==> src/hdl/ewp_pkg.sv <==
// Functional notes
// - start only when select and write both active
// - pulse width 10ms fast, 50ms slow variant
// - busy asserted for the whole pulse
// - pulse drives the high-voltage wave shaper
package ewp_pkg;
  localparam int unsigned CLK_HZ = 100_000_000;
  localparam int unsigned PULSE_FAST_MS = 10;
  localparam int unsigned PULSE_SLOW_MS = 50;
  localparam int unsigned FAST_CYC = CLK_HZ / 1000 * PULSE_FAST_MS;
  localparam int unsigned SLOW_CYC = CLK_HZ / 1000 * PULSE_SLOW_MS;
  localparam int CNT_W = 23;

  typedef enum logic [1:0] {
    EWP_IDLE = 2'b00,
    EWP_PULSE = 2'b01,
    EWP_DONE = 2'b11
  } ewp_state_e;

  typedef struct packed {
    logic sel;
    logic wr;
  } ewp_req_s;

  typedef struct packed {
    logic busy;
    logic prog_pulse;
  } ewp_stat_s;
endpackage

==> src/hdl/ewp_write_pulse.sv <==
`timescale 1ns/1ns
module ewp_write_pulse #(
  parameter int unsigned FAST_CYCLES = ewp_pkg::FAST_CYC,
  parameter int unsigned SLOW_CYCLES = ewp_pkg::SLOW_CYC
) (
  input wire logic clk,
  input wire logic rst_b,
  input wire logic ce,
  input wire ewp_pkg::ewp_req_s req,
  input wire logic slow_part,
  output ewp_pkg::ewp_stat_s stat
);
  import ewp_pkg::*;

  // a write is select and strobe together, both taken as plain levels
  function automatic logic is_write(input ewp_req_s r);
    return r.sel && r.wr;
  endfunction

  // pulse length for the fitted part; the cast cuts it to the counter width
  function automatic logic [CNT_W-1:0] pulse_len(input logic slow);
    logic [CNT_W-1:0] len;
    if (slow) begin
      len = CNT_W'(SLOW_CYCLES);
    end else begin
      len = CNT_W'(FAST_CYCLES);
    end
    return len;
  endfunction

  ewp_state_e state;
  logic wr_req;
  logic start;
  logic expired;
  logic [CNT_W-1:0] next_len;
  logic [CNT_W-1:0] len_hold;
  logic [CNT_W-1:0] busy_cyc;

  assign wr_req = is_write(req);
  // a write seen while busy is dropped, not queued
  assign start = (state == EWP_IDLE) && wr_req;
  // slow_part only matters on the start edge; later changes are ignored
  assign next_len = pulse_len(slow_part);

  // the one-shot is the only timebase and counts ce-high cycles only
  ewp_timer #(
    .CNT_W(CNT_W)
  ) ewp_timer_inst (
    .clk(clk),
    .rst_b(rst_b),
    .ce(ce),
    .load(start),
    .load_val(next_len),
    .expired(expired)
  );

  // done holds off a retrigger until the strobe drops: the strobe is a level
  // and would otherwise fire a second pulse straight after the first
  always_ff @(posedge clk) begin
    if (!rst_b) begin
      state <= EWP_IDLE;
    end else if (ce) begin
      case (state)
        EWP_IDLE: begin
          if (start) begin
            state <= EWP_PULSE;
          end
        end
        EWP_PULSE: begin
          if (expired) begin
            state <= EWP_DONE;
          end
        end
        EWP_DONE: begin
          if (!wr_req) begin
            state <= EWP_IDLE;
          end
        end
        default: begin
          state <= EWP_IDLE;
        end
      endcase
    end
  end

  // busy and the shaper drive share one register pair so they cannot skew
  always_ff @(posedge clk) begin
    if (!rst_b) begin
      stat <= '0;
    end else if (ce) begin
      if (start) begin
        stat <= '{busy: 1'b1, prog_pulse: 1'b1};
      end else if (state == EWP_PULSE && expired) begin
        stat <= '0;
      end
    end
  end

  // checking aids only: length chosen at start and ce-high cycles spent busy
  always_ff @(posedge clk) begin
    if (!rst_b) begin
      len_hold <= '0;
    end else if (ce && start) begin
      len_hold <= next_len;
    end
  end

  always_ff @(posedge clk) begin
    if (!rst_b) begin
      busy_cyc <= '0;
    end else if (ce) begin
      if (start) begin
        busy_cyc <= '0;
      end else if (stat.busy) begin
        busy_cyc <= busy_cyc + 1'b1;
      end
    end
  end

  property p_start;
    @(posedge clk) disable iff (!rst_b)
      ce && start |=> stat.busy && stat.prog_pulse;
  endproperty
  a_start: assert property (p_start) else $error("write did not start pulse");

  property p_busy_eq;
    @(posedge clk) disable iff (!rst_b)
      stat.busy == stat.prog_pulse;
  endproperty
  a_busy_eq: assert property (p_busy_eq) else $error("busy differs from pulse");

  property p_no_start;
    @(posedge clk) disable iff (!rst_b)
      !wr_req && state == EWP_IDLE |=> !stat.busy;
  endproperty
  a_no_start: assert property (p_no_start) else $error("pulse without select and write");

  property p_ignore;
    @(posedge clk) disable iff (!rst_b)
      stat.busy && !expired |=> stat.busy;
  endproperty
  a_ignore: assert property (p_ignore) else $error("busy dropped early");

  property p_end;
    @(posedge clk) disable iff (!rst_b)
      ce && state == EWP_PULSE && expired |=> !stat.busy;
  endproperty
  a_end: assert property (p_end) else $error("busy held after expiry");

  // the pulse must last exactly the selected number of ce-high cycles
  property p_len;
    @(posedge clk) disable iff (!rst_b)
      ce && state == EWP_PULSE && expired |-> busy_cyc == len_hold - 1'b1;
  endproperty
  a_len: assert property (p_len) else $error("pulse length differs from part");

  property p_len_slow;
    @(posedge clk) disable iff (!rst_b)
      ce && start && slow_part |=> len_hold == CNT_W'(SLOW_CYCLES);
  endproperty
  a_len_slow: assert property (p_len_slow) else $error("slow part got wrong length");

  property p_len_fast;
    @(posedge clk) disable iff (!rst_b)
      ce && start && !slow_part |=> len_hold == CNT_W'(FAST_CYCLES);
  endproperty
  a_len_fast: assert property (p_len_fast) else $error("fast part got wrong length");

  // with ce low nothing may move, pulse and busy included
  property p_ce_hold;
    @(posedge clk) disable iff (!rst_b)
      !ce |=> $stable(stat) && $stable(state);
  endproperty
  a_ce_hold: assert property (p_ce_hold) else $error("state moved while ce low");

  property p_pulse_busy;
    @(posedge clk) disable iff (!rst_b)
      state == EWP_PULSE |-> stat.busy;
  endproperty
  a_pulse_busy: assert property (p_pulse_busy) else $error("busy low during pulse");

  property p_idle_quiet;
    @(posedge clk) disable iff (!rst_b)
      state == EWP_IDLE |-> !stat.busy;
  endproperty
  a_idle_quiet: assert property (p_idle_quiet) else $error("busy high while idle");

  property p_expire;
    @(posedge clk) disable iff (!rst_b)
      ce && state == EWP_PULSE && expired |=> state == EWP_DONE;
  endproperty
  a_expire: assert property (p_expire) else $error("pulse did not end at expiry");

  property p_done;
    @(posedge clk) disable iff (!rst_b)
      state == EWP_DONE |-> !stat.busy;
  endproperty
  a_done: assert property (p_done) else $error("busy high after expiry");

  // a strobe still held after expiry must not start a second pulse
  property p_done_hold;
    @(posedge clk) disable iff (!rst_b)
      ce && state == EWP_DONE && wr_req |=> state == EWP_DONE && !stat.busy;
  endproperty
  a_done_hold: assert property (p_done_hold) else $error("held strobe retriggered");

  property p_rearm;
    @(posedge clk) disable iff (!rst_b)
      ce && state == EWP_DONE && !wr_req |=> state == EWP_IDLE;
  endproperty
  a_rearm: assert property (p_rearm) else $error("no rearm after strobe release");

  c_start: cover property (@(posedge clk) start);
  c_end: cover property (@(posedge clk) $fell(stat.busy));
  c_busy_wr: cover property (@(posedge clk) stat.busy && wr_req);
  c_slow: cover property (@(posedge clk) start && slow_part);
  c_ce_freeze: cover property (@(posedge clk) stat.busy && !ce);
endmodule

==> src/hdl/ewp_timer.sv <==
`timescale 1ns/1ns
module ewp_timer #(
  parameter int CNT_W = ewp_pkg::CNT_W
) (
  input wire logic clk,
  input wire logic rst_b,
  input wire logic ce,
  input wire logic load,
  input wire logic [CNT_W-1:0] load_val,
  output logic expired
);
  import ewp_pkg::*;
  logic [CNT_W-1:0] cnt;

  always_ff @(posedge clk) begin
    if (!rst_b) begin
      cnt <= '0;
    end else if (ce) begin
      if (load) begin
        cnt <= load_val;
      end else if (cnt != '0) begin
        cnt <= cnt - 1'b1;
      end
    end
  end

  // one-cycle early so the pulse spans exactly load_val cycles
  assign expired = (cnt == {{(CNT_W-1){1'b0}}, 1'b1});
endmodule

==> config.mk <==
export PLATFORM = sky130hd
export DESIGN_NAME = ewp_write_pulse
export DESIGN_NICKNAME = d
export VERILOG_FILES = /design/src/hdl/ewp_pkg.sv /design/src/hdl/ewp_write_pulse.sv /design/src/hdl/ewp_timer.sv
export SDC_FILE = /design/constraint.sdc
export NUM_CORES = 1
export LEC_CHECK = 0
export ABC_AREA = 1
export CORE_MARGIN = 3
export CORE_UTILIZATION = 40
export CTS_BUF_LIST = sky130_fd_sc_hd__clkbuf_8
export DETAILED_ROUTE_END_ITERATION = 16
export DONT_BUFFER_PORTS = 1
export GPL_TIMING_DRIVEN = 0
export SYNTH_ARGS = -nofsm -noshare
export SYNTH_HDL_FRONTEND = slang
export SYNTH_SLANG_ARGS = --single-unit
export TNS_END_PERCENT = 50
==> constraint.sdc <==
create_clock -name clk -period 4.3 [get_ports clk]
set_input_delay 0.215 -clock clk [delete_from_list [all_inputs] [get_ports clk]]
set_output_delay 0.215 -clock clk [all_outputs]
set_load 0.005 [all_outputs]
==> results of run 1 <==
-- worst max-delay path by stage --
| stage | end | slack [ns] | depth (start not counted) |
|---|---|---|---|
| 5_1_grt | ewp_timer_inst.cnt[11] | 2.22 | 9 |
| 6_report | ewp_timer_inst.cnt[8] | 2.39 | 9 |
| 2_1_floorplan | ewp_timer_inst.cnt[1] | 2.74 | 10 |
| 3_5_place_dp | ewp_timer_inst.cnt[8] | 2.43 | 9 |
| 4_1_cts | ewp_timer_inst.cnt[8] | 2.40 | 9 |
| 3_3_place_gp | ewp_timer_inst.cnt[8] | 2.42 | 9 |
-- stage by stage --
step                  util  setup slack, ns  hold WS, ns
CTS                 0.4631            2.399      0.05697
global placement    0.4486            2.418       0.3569
floorplan                -            2.744       0.3534
finish              0.4631            2.385      0.05687
detailed placement  0.4486            2.428       0.3590
global route        0.4631            2.216      0.05337
-- power groups by stage --
| stage | registers (mW) | logic [mW] | clock network, mW |
|---|---|---|---|
| 4_1_cts | 0.323 | 0.486 | 0.172 |
| 5_1_grt | 0.329 | 0.566 | 0.179 |
| 3_5_place_dp | 0.328 | 0.482 | 0 |
| 3_3_place_gp | 0.328 | 0.482 | 0 |
| 2_1_floorplan | 0.317 | 0.393 | 0 |
| 6_report | 0.324 | 0.490 | 0.164 |
-- cells by family after synthesis --
| logic type | after synthesis | share of synthesized area |
|---|---|---|
| xor+xnor | 4 | 0.02131 |
| flops | 26 | 0.3166 |
| buf+inv | 37 | 0.09665 |
| fa+ha+maj | 2 | 0.01522 |
| simple gates | 179 | 0.4612 |
| compound gates | 28 | 0.08904 |
-- layout make-up --
| type | instances | area [um^2] |
|---|---|---|
| fill | 414 | 2039 |
| multi-input combinational | 213 | 964.7 |
| sequential | 26 | 520.5 |
| inverter | 31 | 116.4 |
| tap | 48 | 60.06 |
| clock buffer | 4 | 55.05 |
| buffer | 6 | 42.54 |
-- worst reg2reg max path, stage by stage, from the launching register on --
cell and delay, ns:
dfxtp_1 0.36, inv_1 0.08, ha_1 0.27, nand2_2 0.18
nor2_4 0.08, nand3_1 0.16, nand2_2 0.12, nor2_1 0.37
nand2_1 0.10, a21oi_1 0.13
-- sequential cells by signal, indices dropped and copies added, names as in the netlist --
register	flops
state	2
stat	1
ewp_timer_inst.cnt	23
-- Yosys cell counts --
cell type,count
nand2_2,4
a21oi_1,18
nand2_1,73
xor2_1,3
xnor2_1,1
nand4_1,9
nor3_1,5
nor2_4,1
ha_1,2
a21boi_0,1
o21ai_0,7
clkbuf_1,2
buf_6,2
nand3b_1,1
nand3_1,25
nor2_2,2
inv_1,31
dfxtp_1,26
o21ai_2,1
o21ai_1,1
buf_2,1
nor2_1,59
buf_4,1
-- metal layers --
layer | vias up | share of wire | global-route usage
met5 | - | 0 | 0
met1 | 724 | 0.50 | 0.2496
met3 | 8 | 0.051 | 0.04029
met4 | 0 | 0.022 | 0.05319
met2 | 40 | 0.43 | 0.2938
li1 | 886 | - | -
==> reports/results.ini, run 1 <==
[synth]
synth_nets=284
seq_area_frac_synth=0.3166
yosysWarnings=0
yosys.area.top_type=dfxtp_1
synth_top_area_share=0.3166
synth.area.top_cells=dfxtp_1 (32%), nand2_1 (17%), nor2_1 (13%)
syn_avg_cell_area_um2=5.957
synthDistinctLibCells=23
syn_inst=276
syn-cell-area_mm2=0.001644
ys_ff_latch=26

[place]
place_congestion=0.9382
placed_area_mm2=0.001704
portBuffers=0
placedCellCount=324
hpwlAfterDp_mm=3.197

[sta]
skew_ns=0.01097
maxSlewViolCount=0
slew_headroom=0.5992
fmax_ghz=0.5223
tns_ns=0
setup_viol=0
hold_violations=0
period_share=0.4453
rsz0062_at_grt=false
fin_crit_ns=1.915
worst_slew_pin_slew_ns=0.6013

[final_layout]
antenna_cells=0
final_cell_area_mm2=0.001759
layout_commonest_cell=nand2_1
drive_above_1_share=0.05714
fin_cells=328
final_nets=289
area_delta_synth_final_pct=7.002
mostFrequentLayoutCells=nand2_1 (73), nor2_1 (59), inv_1 (31)

[clock_tree]
clk_latency_ns=0.28
cts.repair.resized=0
path_clk_slew_ns=0.10
post_cts_buffers=0
clock-sinks=26
cts_tree=built
ctsHoldBuffers=0
h-tree-depth=1
cts_buffer_depth=2
cts_buffers=3
cts_root_buffer=clkbuf_8

[power_and_ir_drop]
clockPowerShare=0.168
power.density_mw_per_mm2=556.4
intPower_mw=0.5283
irDropWorstVdd_uv=308.2
swShare=0.4603
p_sw_mw=0.4505
p_seq_frac=0.331
power.total_mw=0.9788
combPwrFrac=0.501
p_leak_nw=0.8483

[worst_setup_path]
timing.rr.start=ewp_timer_inst.cnt[0]
cp_max_fo=5
rrSetupSlack_ns=2.39
cp-start-kind=register
critical_path_arrival_ns=2.12
r2r-end=ewp_timer_inst.cnt[8]
crit_top_cell=nand2_2
slowest_stage=dfxtp_1
worstSetupEndpointType=register
worstPathCellList=inv_1, ha_1, nand2_2, nor2_4, nand3_1, nand2_2, nor2_1, nand2_1, a21oi_1
startpoint=ewp_timer_inst.cnt[0]
critPathBufInv=1
required_ns=4.50
crit_type=reg -> reg
rr_worst_depth=9
cpPeakStageDelay_ns=0.36
critical_path.top_delay_family=simple AND/OR/NAND/NOR gates

[min_path]
hold_path.class=in -> reg
min_path_cells=2
min_from=rst_b
holdPathEnd=state[0]

[routing]
num_vias=1658
drc=0
ant_nets=0
wire_per_inst_um=13.17
drt_wl_total_mm=4.319
drtIter0Drc=104
routed_via_density=5.055
drt_pass1_iterations=4

[floorplanning]
dieArea_mm2=0.004915
fp.dieW_um=70.11
fp.dieH_um=70.11
core_mm2=0.003799
rows=22
pin_count=8
start_util=0.4328

[global_route]
antenna_found_initial=0
grt_max_degree=15
track_usage=0.1846
gr-total-overflow=0
grt_pass1_wl_mm=7.258
grt_pass1_vias=1517

[flow_run]
cap_violations=0

[status]
status=complete, no violations

Note: power is estimated with default switching activity, not from simulation.
==> inputs of run 2 (changes only) <==
Clock period 4.3 ns to 1.6 ns, I/O delays scaled along.
==> run 2 against run 1 <==
Compared with the run above: the run now ends with hold timing left; sequential share of layout area fell by 3.9 points; power rose to 3.1 times the previous value; die area did not move; worst hold slack got worse by 0.057 ns; sequential power rose to 2.8 times the previous value; critical path type unchanged; critical endpoint is now ewp_timer_inst.cnt[1]; highest routed layer unchanged.
==> reports/results.ini, run 2 (synthesis results as in run 1) <==
[status]
status=finished, violations left
violations=hold timing

[routing]
routed_via_density=5.146  ; +1.8%
drc=0  ; unchanged
drt_pass1_iterations=4  ; unchanged
num_vias=1760  ; +6.2%
ant_nets=0  ; unchanged
drtIter0Drc=76  ; -27%
wire_per_inst_um=13.68  ; +3.9%
drt_wl_total_mm=4.677  ; +8.3%

[power_and_ir_drop]
power.density_mw_per_mm2=1475  ; +170%
p_leak_nw=0.9580  ; +13%
irDropWorstVdd_uv=893.5  ; +190%

[flow_run]
cap_violations=0  ; unchanged

[global_route]
antenna_found_initial=0  ; unchanged
gr-total-overflow=0  ; unchanged
grt_pass1_wl_mm=7.603  ; +4.8%
track_usage=0.1933  ; +0.008636
grt_pass1_vias=1580  ; +4.2%
grt_max_degree=15  ; unchanged

[worst_setup_path]
cp_max_fo=10  ; +5
critical_path_arrival_ns=1.71  ; -0.41 ns
cp-start-kind=register
required_ns=1.75  ; -2.75 ns
crit_type=reg -> reg
rr_worst_depth=10  ; +1
worstSetupEndpointType=register

[clock_tree]
cts_root_buffer=clkbuf_8
clk_latency_ns=0.28  ; about the same
cts_buffers=3  ; unchanged
clock-sinks=26  ; unchanged
cts_buffer_depth=2  ; unchanged
path_clk_slew_ns=0.10  ; about the same
cts_tree=built
h-tree-depth=1  ; unchanged

[floorplanning]
fp.dieH_um=70.11  ; unchanged
core_mm2=0.003799  ; unchanged
fp.dieW_um=70.11  ; unchanged
start_util=0.4328  ; unchanged
rows=22  ; unchanged
dieArea_mm2=0.004915  ; unchanged
pin_count=8  ; unchanged

[place]
portBuffers=0  ; unchanged
dpl_worst_slack_ns=-0.2723  ; -2.700 ns
placed_area_mm2=0.001704  ; unchanged
place_congestion=0.9382  ; unchanged
hpwlAfterDp_mm=3.197  ; unchanged

[sta]
hold_violations=1  ; +1
maxSlewViolCount=0  ; unchanged
period_share=0.9765  ; +0.5312
tns_ns=0  ; unchanged
fin_ws_ns=0.03764  ; -2.348 ns
setup_viol=0  ; unchanged
slew_headroom=0.5955  ; -0.003652
hold_slack_ns=-0.0005538  ; -0.05742 ns
skew_ns=0.01085  ; -0.0001236 ns
rsz0062_at_grt=true
worst_slew_pin_slew_ns=0.6067  ; +0.005478 ns
fin_crit_ns=1.562  ; -0.3524 ns
fmax_ghz=0.6401  ; +23%

[min_path]
hold_path.class=in -> reg
min_path_cells=2  ; unchanged

[final_layout]
final_nets=303  ; +4.8%
layout_commonest_cell=nand2_1
final_cell_area_mm2=0.002046  ; +16%
mostFrequentLayoutCells=nand2_1 (69), nor2_1 (44), inv_1 (29)
area_delta_synth_final_pct=24.43
top_regs=ewp_timer_inst.cnt x23, state x2, stat x1
drive_above_1_share=0.2041  ; +0.1469
largest_reg_flops=23  ; unchanged
largest_register=ewp_timer_inst.cnt
antenna_cells=0  ; unchanged

run 2: changes by cell type in the layout (fill, tap and decap cells not counted), moves of 4 or more:
cell	previous run	this run
dfxtp_1	26	22
nor2_4	1	10
nor2_1	59	44
dfxtp_2	0	4
buf_4	1	12
nand2_1	73	69
nor2_2	2	8
run 2: worst max-delay path: stages (launching register included):
cell and delay, ns:
dfxtp_2 0.34, inv_2 0.09, ha_4 0.15, nand2_4 0.07, nor2_4 0.19, nand2_2 0.10
nor2_4 0.11, nor2_4 0.07, buf_6 0.15, o21ai_2 0.11, nor2_1 0.04
run 2: worst paths after layout:
kind	start	end	slack, ns
max reg2reg	ewp_timer_inst.cnt[0]	ewp_timer_inst.cnt[1]	0.04
max	ewp_timer_inst.cnt[0]	ewp_timer_inst.cnt[1]	0.04
min	ce	state[0]	-0.0006
min reg2reg	ewp_timer_inst.cnt[0]	ewp_timer_inst.cnt[0]	0.49
run 2: power breakdown:
group	switching (mW)	internal [mW]
sequential	0.140	0.760
combinational	1.03	0.645
clock	0.226	0.221
run 2: per-layer routing:
metal | global-route usage | part of all wire
met2 | 0.3116 | 0.46
met3 | 0.03597 | 0.056
met5 | 0 | 0
met4 | 0.05532 | 0.015
met1 | 0.2617 | 0.47
run 2: cell type report:
| cell class | count | area, um^2 |
|---|---|---|
| tap | 48 | 60.06 |
| multi-input combinational | 213 | 1109 |
| timing repair buffer | 14 | 127.6 |
| inverter | 31 | 116.4 |
| clock buffer | 4 | 55.05 |
| buffer | 6 | 52.55 |
| fill | 398 | 1753 |
| sequential | 26 | 525.5 |
run 2: through the flow:
stage | hold WS (ns) | cells | utilization | total power [mW]
global placement | 0.2219 | 324 | 0.4486 | 2.178
global route | 0.01734 | 342 | 0.5385 | 3.283
floorplan | 0.2184 | 276 | - | 1.906
finish | -0.0005538 | 342 | 0.5385 | 3.018
CTS | 0.005182 | 333 | 0.4881 | 2.752
detailed placement | 0.2240 | 324 | 0.4486 | 2.177
run 2: what timing repair did:
| action | CTS | global route |
|---|---|---|
| cloned | 0 | 1 |
| setup buffers | 3 | 8 |
| endpoints found under the hold margin | 5 | 0 |
| gates resized for setup | 19 | 32 |
| setup endpoints to repair | 23 | 23 |
| pin swaps | 4 | 7 |
| hold buffers | 2 | 0 |
